File: src/pmc_consts.svh
`ifndef PMC_CONSTS_SVH
`define PMC_CONSTS_SVH
`define PMC_NUM_FW_VEC 8
`define PMC_NUM_SYS_VEC 32
`define PMC_NUM_EXC 8
`define PMC_NUM_IRQ 16
`define PMC_SFR_AW 8
`define PMC_HW_SUBSET_N 16
`define PMC_FW_VEC_BASE 32'h0000_0100
`define PMC_SYS_VEC_BASE 32'h0000_0200
`define PMC_EXC_VEC_BASE 32'h0000_0400
`define PMC_IRQ_VEC_BASE 32'h0000_0500
`define PMC_TEST_ENTRY 32'h0000_0040
`define PMC_SYS_ENTRY 32'h0000_1000
`define PMC_VEC_STRIDE_SH 3
`define PMC_GRANT_RESET 16'h0000
`define PMC_BOOT_CYCLES 4
`endif

File: src/pmc_pkg.sv
`default_nettype none
package pmc_pkg;
  // Gray codes along boot -> test -> system -> user -> firmware
  typedef enum logic [2:0] {
    PMC_BOOT = 3'b000,
    PMC_TEST = 3'b001,
    PMC_SYS = 3'b011,
    PMC_USER = 3'b010,
    PMC_FW = 3'b110
  } pmc_mode_t;
endpackage
`default_nettype wire

File: src/pmc_sfr_if.sv
`default_nettype none
`include "pmc_consts.svh"
interface pmc_sfr_if;
  logic req;
  logic we;
  logic [`PMC_SFR_AW-1:0] addr;
  pmc_pkg::pmc_mode_t mode;
  logic [`PMC_HW_SUBSET_N-1:0] grant_user;
  logic [`PMC_HW_SUBSET_N-1:0] grant_fw;
  logic allow;
  modport ctrl (output req, we, addr, mode, grant_user, grant_fw, input allow);
  modport gate (input req, we, addr, mode, grant_user, grant_fw, output allow);
endinterface
`default_nettype wire

File: src/pmc_top.sv
`default_nettype none
`include "pmc_consts.svh"
// Functional notes
// Exactly one of five modes: boot, test, firmware, system, user.
// Super-system flag only when in boot, test or firmware.
// Application code never runs in boot, test or firmware.
// Test-disable clear: reset ends in test mode.
// Test-disable set: reset ends in system mode.
// Test-disable is one-way; nothing clears it. Reset clears td_sticky; the fuse level or a new burn sets it again.
// System mode full SFR access; user mode denied unless granted.
// System software grants or denies user access per subset register.
// Firmware access to subset uses system-programmed grants.
// Each exception and interrupt jumps to its own fixed vector. Code ignores both in boot and test mode.
// Eight firmware and 32 system call vectors, entered only by call.
// Firmware vector call enters firmware mode. Code takes the call only from system or user mode.
// System vector call enters system mode. Code takes the call only from user mode.
// Boot and firmware blocked from application memory; test full access.
// Mode register changes only on reset, vector entry, return; exported.
// Denied SFR access: write ignored, read returns zero.
module pmc_top
#(
  parameter int BOOT_CYCLES = `PMC_BOOT_CYCLES
)
(
  input wire logic clk,
  input wire logic rst,
  input wire logic test_disable_fuse,
  input wire logic test_disable_burn,
  input wire logic fw_call,
  input wire logic [2:0] fw_call_idx,
  input wire logic sys_call,
  input wire logic [4:0] sys_call_idx,
  input wire logic exc_req,
  input wire logic [2:0] exc_idx,
  input wire logic irq_req,
  input wire logic [3:0] irq_idx,
  input wire logic ret_req,
  input wire logic ret_to_user,
  input wire logic boot_done,
  input wire logic app_mem_req,
  input wire logic sfr_req,
  input wire logic sfr_we,
  input wire logic [`PMC_SFR_AW-1:0] sfr_addr,
  input wire logic [31:0] sfr_wdata,
  input wire logic [31:0] sfr_rdata_in,
  input wire logic grant_we,
  input wire logic grant_sel_fw,
  input wire logic [`PMC_HW_SUBSET_N-1:0] grant_wdata,
  output logic [2:0] mode,
  output logic super_system,
  output logic jump,
  output logic [31:0] jump_addr,
  output logic test_disabled,
  output logic app_mem_allow,
  output logic sfr_fwd_we,
  output logic sfr_fwd_re,
  output logic [`PMC_SFR_AW-1:0] sfr_fwd_addr,
  output logic [31:0] sfr_fwd_wdata,
  output logic [31:0] sfr_rdata,
  output logic sfr_denied
);
  ////////////////////////////////////////////////////////////////////////////
  pmc_pkg::pmc_mode_t cur;
  pmc_pkg::pmc_mode_t next_cur;
  logic [7:0] boot_cnt;
  logic td_sticky;
  logic [`PMC_HW_SUBSET_N-1:0] grant_user;
  logic [`PMC_HW_SUBSET_N-1:0] grant_fw;
  logic [31:0] next_addr;
  logic next_jump;
  pmc_sfr_if sif();

  function automatic logic [31:0] vec(input logic [31:0] base, input logic [4:0] i);
    vec = base + {24'h0000_00, 3'b000, i} * 32'(1 << `PMC_VEC_STRIDE_SH);
  endfunction

  ////////////////////////////////////////////////////////////////////////////
  // sticky test-disable, fuse level re-sampled after reset
  always_ff @(posedge clk)
  begin
    if (rst)
      td_sticky <= 1'b0;
    else if (test_disable_fuse || test_disable_burn)
      td_sticky <= 1'b1;
  end

  always_ff @(posedge clk)
  begin
    if (rst)
      boot_cnt <= 8'h00;
    else if (cur == pmc_pkg::PMC_BOOT && boot_cnt != 8'(BOOT_CYCLES))
      boot_cnt <= boot_cnt + 8'h01;
  end

  // grants written only from system mode
  always_ff @(posedge clk)
  begin
    if (rst)
    begin
      grant_user <= `PMC_GRANT_RESET;
      grant_fw <= `PMC_GRANT_RESET;
    end
    else if (grant_we && cur == pmc_pkg::PMC_SYS)
    begin
      if (grant_sel_fw)
        grant_fw <= grant_wdata;
      else
        grant_user <= grant_wdata;
    end
  end

  ////////////////////////////////////////////////////////////////////////////
  // mode moves only on boot end, vector or return
  always_comb
  begin
    next_cur = cur;
    next_jump = 1'b0;
    next_addr = jump_addr;
    case (cur)
      pmc_pkg::PMC_BOOT:
      begin
        if (boot_done && boot_cnt == 8'(BOOT_CYCLES))
        begin
          next_jump = 1'b1;
          // test when not disabled
          // system when disabled
          if (td_sticky || test_disable_fuse)
          begin
            next_cur = pmc_pkg::PMC_SYS;
            next_addr = `PMC_SYS_ENTRY;
          end
          else
          begin
            next_cur = pmc_pkg::PMC_TEST;
            next_addr = `PMC_TEST_ENTRY;
          end
        end
      end
      pmc_pkg::PMC_TEST, pmc_pkg::PMC_SYS, pmc_pkg::PMC_USER, pmc_pkg::PMC_FW:
      begin
        // fixed vector per source, priority exc > irq
        if (exc_req && cur != pmc_pkg::PMC_TEST)
        begin
          next_jump = 1'b1;
          next_cur = pmc_pkg::PMC_SYS;
          next_addr = vec(`PMC_EXC_VEC_BASE, {2'b00, exc_idx});
        end
        else if (irq_req && cur != pmc_pkg::PMC_TEST)
        begin
          next_jump = 1'b1;
          next_cur = pmc_pkg::PMC_SYS;
          next_addr = vec(`PMC_IRQ_VEC_BASE, {1'b0, irq_idx});
        end
        // vectors only on explicit call
        // firmware call to firmware
        else if (fw_call && (cur == pmc_pkg::PMC_SYS || cur == pmc_pkg::PMC_USER))
        begin
          next_jump = 1'b1;
          next_cur = pmc_pkg::PMC_FW;
          next_addr = vec(`PMC_FW_VEC_BASE, {2'b00, fw_call_idx});
        end
        // system call to system
        else if (sys_call && cur == pmc_pkg::PMC_USER)
        begin
          next_jump = 1'b1;
          next_cur = pmc_pkg::PMC_SYS;
          next_addr = vec(`PMC_SYS_VEC_BASE, sys_call_idx);
        end
        // returns only land in system or user
        else if (ret_req && cur != pmc_pkg::PMC_TEST)
          next_cur = ret_to_user ? pmc_pkg::PMC_USER : pmc_pkg::PMC_SYS;
      end
      default: next_cur = pmc_pkg::PMC_BOOT;
    endcase
  end

  // single encoded mode register
  always_ff @(posedge clk)
  begin
    if (rst)
    begin
      cur <= pmc_pkg::PMC_BOOT;
      jump <= 1'b0;
      jump_addr <= 32'h0000_0000;
    end
    else
    begin
      cur <= next_cur;
      jump <= next_jump;
      jump_addr <= next_addr;
    end
  end

  ////////////////////////////////////////////////////////////////////////////
  assign sif.req = sfr_req;
  assign sif.we = sfr_we;
  assign sif.addr = sfr_addr;
  assign sif.mode = cur;
  assign sif.grant_user = grant_user;
  assign sif.grant_fw = grant_fw;

  pmc_sfr_gate u_gate
  (
    .g(sif.gate)
  );

  always_ff @(posedge clk)
  begin
    if (rst)
    begin
      mode <= 3'b000;
      super_system <= 1'b1;
      test_disabled <= 1'b0;
      app_mem_allow <= 1'b0;
      sfr_fwd_we <= 1'b0;
      sfr_fwd_re <= 1'b0;
      sfr_fwd_addr <= '0;
      sfr_fwd_wdata <= 32'h0000_0000;
      sfr_rdata <= 32'h0000_0000;
      sfr_denied <= 1'b0;
    end
    else
    begin
      // export current mode
      mode <= cur;
      // super-system from mode only
      super_system <= (cur == pmc_pkg::PMC_BOOT || cur == pmc_pkg::PMC_TEST || cur == pmc_pkg::PMC_FW);
      test_disabled <= td_sticky;
      // boot and firmware blocked
      app_mem_allow <= app_mem_req && (cur == pmc_pkg::PMC_TEST || cur == pmc_pkg::PMC_SYS
                       || cur == pmc_pkg::PMC_USER);
      // denied access blocked
      sfr_fwd_we <= sfr_req && sfr_we && sif.allow;
      sfr_fwd_re <= sfr_req && !sfr_we && sif.allow;
      sfr_fwd_addr <= sfr_addr;
      sfr_fwd_wdata <= sfr_wdata;
      // No read strobe, no data: idle bus content never leaks out
      sfr_rdata <= (sfr_req && !sfr_we && sif.allow) ? sfr_rdata_in : 32'h0000_0000;
      sfr_denied <= sfr_req && !sif.allow;
    end
  end

  ////////////////////////////////////////////////////////////////////////////
  AST_TD_STICKY: assert property (@(posedge clk) disable iff (rst) td_sticky |=> td_sticky)
    else $error("test disable cleared");
  AST_SUPER: assert property (@(posedge clk) disable iff (rst)
    super_system |-> (mode != 3'b011 && mode != 3'b010))
    else $error("super flag in sys or user");
  AST_FW_CALL: assert property (@(posedge clk) disable iff (rst)
    (fw_call && !exc_req && !irq_req && cur == pmc_pkg::PMC_USER) |=> (cur == pmc_pkg::PMC_FW && jump))
    else $error("firmware call missed");
  AST_SYS_CALL: assert property (@(posedge clk) disable iff (rst)
    (sys_call && !fw_call && !exc_req && !irq_req && cur == pmc_pkg::PMC_USER)
    |=> (cur == pmc_pkg::PMC_SYS && jump_addr == vec(`PMC_SYS_VEC_BASE, $past(sys_call_idx))))
    else $error("system call missed");
  AST_BOOT_END: assert property (@(posedge clk) disable iff (rst)
    (cur == pmc_pkg::PMC_BOOT && next_cur != pmc_pkg::PMC_BOOT)
    |=> (cur == (td_sticky ? pmc_pkg::PMC_SYS : pmc_pkg::PMC_TEST) || $past(test_disable_fuse)))
    else $error("bad reset end mode");
  AST_BOOT_SYS: assert property (@(posedge clk) disable iff (rst)
    (cur == pmc_pkg::PMC_TEST) |-> !td_sticky || $past(cur == pmc_pkg::PMC_TEST))
    else $error("test entered while disabled");
  AST_USER_DENY: assert property (@(posedge clk) disable iff (rst)
    (sfr_req && cur == pmc_pkg::PMC_USER && grant_user == 16'h0000) |=> (sfr_denied && !sfr_fwd_we))
    else $error("user access leaked");
  AST_FW_MEM: assert property (@(posedge clk) disable iff (rst)
    (cur == pmc_pkg::PMC_FW || cur == pmc_pkg::PMC_BOOT) |=> !app_mem_allow)
    else $error("firmware reached app memory");
  AST_MODE_OUT: assert property (@(posedge clk) disable iff (rst) 1'b1 |=> mode == $past(cur))
    else $error("mode export lag");
  AST_DENY_READ: assert property (@(posedge clk) disable iff (rst)
    sfr_denied |-> sfr_rdata == 32'h0000_0000)
    else $error("denied read leaked data");

  COV_FW: cover property (@(posedge clk) cur == pmc_pkg::PMC_FW);
  COV_USER_SYS: cover property (@(posedge clk) cur == pmc_pkg::PMC_USER ##1 cur == pmc_pkg::PMC_SYS);
  COV_TEST: cover property (@(posedge clk) cur == pmc_pkg::PMC_TEST);
  COV_DENY: cover property (@(posedge clk) sfr_denied);
endmodule
`default_nettype wire

File: src/pmc_sfr_gate.sv
`default_nettype none
`include "pmc_consts.svh"
module pmc_sfr_gate
(
  pmc_sfr_if.gate g
);
  ////////////////////////////////////////////////////////////////////////////
  // Subset registers sit at the bottom of the SFR space
  function automatic logic in_subset(input logic [`PMC_SFR_AW-1:0] a);
    in_subset = (a < `PMC_SFR_AW'(`PMC_HW_SUBSET_N));
  endfunction
  logic [3:0] idx;
  assign idx = g.addr[3:0];
  // system unrestricted, user gated
  // firmware uses its own grant_fw register
  always_comb
  begin
    case (g.mode)
      pmc_pkg::PMC_SYS: g.allow = 1'b1;
      pmc_pkg::PMC_USER: g.allow = in_subset(g.addr) && g.grant_user[idx];
      pmc_pkg::PMC_FW: g.allow = in_subset(g.addr) && g.grant_fw[idx];
      pmc_pkg::PMC_BOOT: g.allow = 1'b1;
      pmc_pkg::PMC_TEST: g.allow = 1'b1;
      default: g.allow = 1'b0;
    endcase
  end
endmodule
`default_nettype wire

File: config.mk
export PLATFORM = sky130hd
export DESIGN_NAME = pmc_top
export DESIGN_NICKNAME = d
export VERILOG_FILES = /design/src/pmc_pkg.sv /design/src/pmc_sfr_if.sv /design/src/pmc_top.sv /design/src/pmc_sfr_gate.sv
export VERILOG_INCLUDE_DIRS = /design/src
export SDC_FILE = /design/constraint.sdc
export NUM_CORES = 1
export LEC_CHECK = 0
export BUFFER_PORTS_ARGS = -buffer_cell sky130_fd_sc_hd__buf_2
export CELL_PAD_IN_SITES_DETAIL_PLACEMENT = 0
export CELL_PAD_IN_SITES_GLOBAL_PLACEMENT = 1
export CORE_ASPECT_RATIO = 1.2
export CORE_MARGIN = 4
export CORE_UTILIZATION = 35
export DETAILED_ROUTE_END_ITERATION = 10
export PLACE_DENSITY_LB_ADDON = 0.25
export SYNTH_ARGS = -nofsm -noshare
export SYNTH_HDL_FRONTEND = slang
export SYNTH_HIERARCHICAL = 1
export SYNTH_SLANG_ARGS = --single-unit
File: constraint.sdc
create_clock -name clk -period 2.7 [get_ports clk]
set_input_delay 0 -clock clk [delete_from_list [all_inputs] [get_ports clk]]
set_output_delay 0 -clock clk [all_outputs]
set_load 0.05 [all_outputs]
==> results.md <==
- Maxcap violations: 0
- I/O Buffers: 209
- Storage cell area: 2700 µm²
- FF-to-FF Start: cur[0]$_SDFFE_PP0P_
- Crit path max fanout: 16
- Synth top area share: 52.3%
- Worst reg2reg path depth: 5
- CORE AREA: 14,400 µm²
- CP max-delay cell: dfxtp_1
- Cell Area, Synth: 5170 µm²
- IO Count: 233
- Netlist cell types: 62
- Fin crit share: 95.3%
- Fraction of the yosys area taken by sequential cells: 52.3%
- H-tree Lvls: 4
- Post-route DRC: 0
- Final setup viols: 0
- Skew final: 7.98 ps
- Yosys reg bits: 135
- Fin nets: 925
- Vias in the first global route: 4,725
- Row count: 48
- Starting density of the core: 35.9%
- TritonRoute pass-1 iters: 4
- Buf+Inv Stages, Crit Path: 1
- Hold Violations, Final: 0
- Hpwl dp: 9.99 mm
- Clk sinks: 135
- Instance count on the critical path: 5
- Die area: 16,800 µm²
- Die span in x: 119 µm
- Max incr delay on CP: 620 ps
- Hold Path Class: input pin to flop
- Initial antenna violation count: 0
- Setup TNS: 0 ps
- GRT overflow: 0
- Synth top cells by count: 135 x dfxtp_1, 51 x nor2b_1, 50 x nor2_1
- Clock tree buffer depth: 2
- Rel. slew slack: 56.9%
- Number of synthesized flops with an enable pin: 0
- Final Slew Violations: 0
- Share of cells above drive strength 1: 32.4%
- Worst VDD drop: 420 µV
- CP top delay family: simple AND/OR/NAND/NOR gates
- Area of the multi-input gates: 2200 µm²
- Worst skew pair latency: 410 ps
- Setup Buffers After CTS: 0
- First-pass GRT wire length: 23.3 mm
- Sequential share of power: 37.8%
- Switching Share: 29.6%
- Largest net degree at the start of global routing: 48
- Synth top area cells: dfxtp_1 52%, mux2i_1 8.7%, nor2b_1 6.2%
- Clock-pin slew on the worst setup and hold paths: 60 ps
- Routed wire per std cell: 14.5 µm
- R2R Setup Slk: 130 ps
- Psw: 0.00172 W
- Power Density: 736 nW/µm²
- Critical Path End Type: flop
- Area leader, netlist: dfxtp_1
- # diodes: 0
- Critical path type: flop to flop
- Most numerous cell in the Yosys netlist: dfxtp_1
- Routed via count: 4,567
- Placed cell area: 6260 µm²
- Worst R2R End: jump_addr[4]$_SDFFE_PP0P_
- Asr flop ratio synth: 0%
- Hold EP: cur[0]$_SDFFE_PP0P_
- Total track usage: 17.3%
- Period minus WS final: 2570 ps
- Cell Chain, Critical Path: or3b_2, and2_1, o21ai_0, o32ai_1, dlygate4sd3_1
- Syn Inst Count: 494
- Comb pwr share: 21.5%
- Cell area after layout: 7910 µm²
- Antenna-violating nets left: 0
- Slew @ Worst Pin: 646 ps
- Critical Path AT: 2870 ps
- Fill cells: 1,233
- Pwr Total: 0.00582 W
- Ys Warns: 6
- TritonCTS Buffers: 17
- Internal power: 0.00410 W
- Max Clock Freq: 389 MHz
- Hold Path Depth: 4
- Mean Syn Cell Area: 10.5 µm²
- Initial drt markers: 173
- WP data required: 3000 ps
- Area Overhead vs Synth: 52.9%
- Worst Hold Launch: ret_to_user
- Via-to-Cell Ratio: 4.60
- Final WL: 14.4 mm
- Final GP Congestion: 0.850
- Die H: 141 µm
- Crit path launch type: flop
- CTS tree: done
- RSZ-0062 raised after global routing: no
- Ys flop type: dfxtp_1
- CTS Root Cell: clkbuf_16
- Status: finished, final reports clean
- Leakage: 3.73 nW
- Clock Power Share: 40.8%
state kept, by name (all words and copies together), names as in the netlist:
register	flops
boot_cnt	8
test_disabled	1
jump_addr	9
cur	3
sfr_denied	1
mode	3
jump	1
td_sticky	1
app_mem_allow	1
grant_user	16
sfr_fwd_addr	8
sfr_rdata	32
sfr_fwd_re	1
grant_fw	16
sfr_fwd_we	1
super_system	1
sfr_fwd_wdata	32
worst register-to-register path, cell delays in order, from the launching register on:
cell and delay [ps]:
dfxtp_1 620, or3b_2 550, and2_1 190, o21ai_0 360
o32ai_1 170, dlygate4sd3_1 580
through the flow:
| stage | utilization, % | cells | hold WS, ps | worst slack, ps |
|---|---|---|---|---|
| floorplan | - | 516 | 122 | 853 |
| global placement | 43.4 | 857 | 200 | 644 |
| detailed placement | 43.4 | 857 | 204 | 612 |
| global route | 54.9 | 992 | 55.5 | 26.2 |
| CTS | 54.9 | 992 | 35.9 | 139 |
| finish | 54.9 | 992 | 57.2 | 128 |
power by group through the flow:
stage / combinational [W] / sequential [W] / clock (W)
after floorplan: 0.000546 / 0.00255 / 0
after global placement: 0.00111 / 0.00224 / 0
after detailed placement: 0.00112 / 0.00224 / 0
after CTS: 0.00125 / 0.00220 / 0.00243
after global routing: 0.00134 / 0.00222 / 0.00252
final: 0.00125 / 0.00220 / 0.00237
how the worst max path moves through the flow:
stage                        startpoint                    endpoint
4_1_cts             cur[2]$_SDFFE_PP0P_   jump_addr[3]$_SDFFE_PP0P_
2_1_floorplan  boot_cnt[3]$_SDFFE_PP0P_  jump_addr[10]$_SDFFE_PP0P_
5_1_grt             cur[2]$_SDFFE_PP0P_   jump_addr[4]$_SDFFE_PP0P_
6_report            cur[0]$_SDFFE_PP0P_   jump_addr[4]$_SDFFE_PP0P_
3_5_place_dp        cur[2]$_SDFFE_PP0P_         cur[1]$_SDFFE_PP0P_
3_3_place_gp        cur[2]$_SDFFE_PP0P_         cur[1]$_SDFFE_PP0P_
cells by family (layout without fill, tap and decap cells):
kind of cell    after synthesis  count (layout)  synth area share [%]
simple gates                186             186                  19.8
compound gates               52              52                  7.60
xor+xnor                      5               5                 0.847
buf+inv                      60             361                  6.85
fa+ha+maj                     2               2                 0.484
other cells                   1              23                0.0725
flops                       135             135                  52.3
mux                          53              53                  12.0
layer usage:
layer,vias up,part of all wire [%],global-route usage (%)
met5,-,0,0
met4,0,1.6,6.53
met3,15,10,7.26
met2,208,47,28.9
met1,2084,42,19.8
li1,2260,-,-
final cells by class:
class	count	area share, %
flip-flops and latches	135	34.2
clock inverters	10	1.82
multi-input cells	321	27.8
clock buffers	22	6.00
well taps	175	2.77
repair buffers	319	26.9
inverters	10	0.475
what timing repair did:
| action | in CTS | in global routing |
|---|---|---|
| setup endpoints to repair | 0 | 3 |
| hold endpoints to repair | 115 | 0 |
| hold buffers | 103 | 0 |
| gates resized for setup | 0 | 2 |
layout by cell type (no fill, tap or decap), drive strengths merged, types with 4 or more instances in the layout:
cell / instances
clkbuf: 22
nor2: 50
a2111oi: 4
conb: 23
nand2: 15
buf: 216
mux4: 7
dlygate4sd3: 103
inv: 11
a21oi: 7
mux2i: 45
nor3: 4
o21ai: 5
dfxtp: 135
nand4: 7
a31oi: 4
nor2b: 51
and2: 34
No activity file was read; power rests on OpenSTA's default activity.
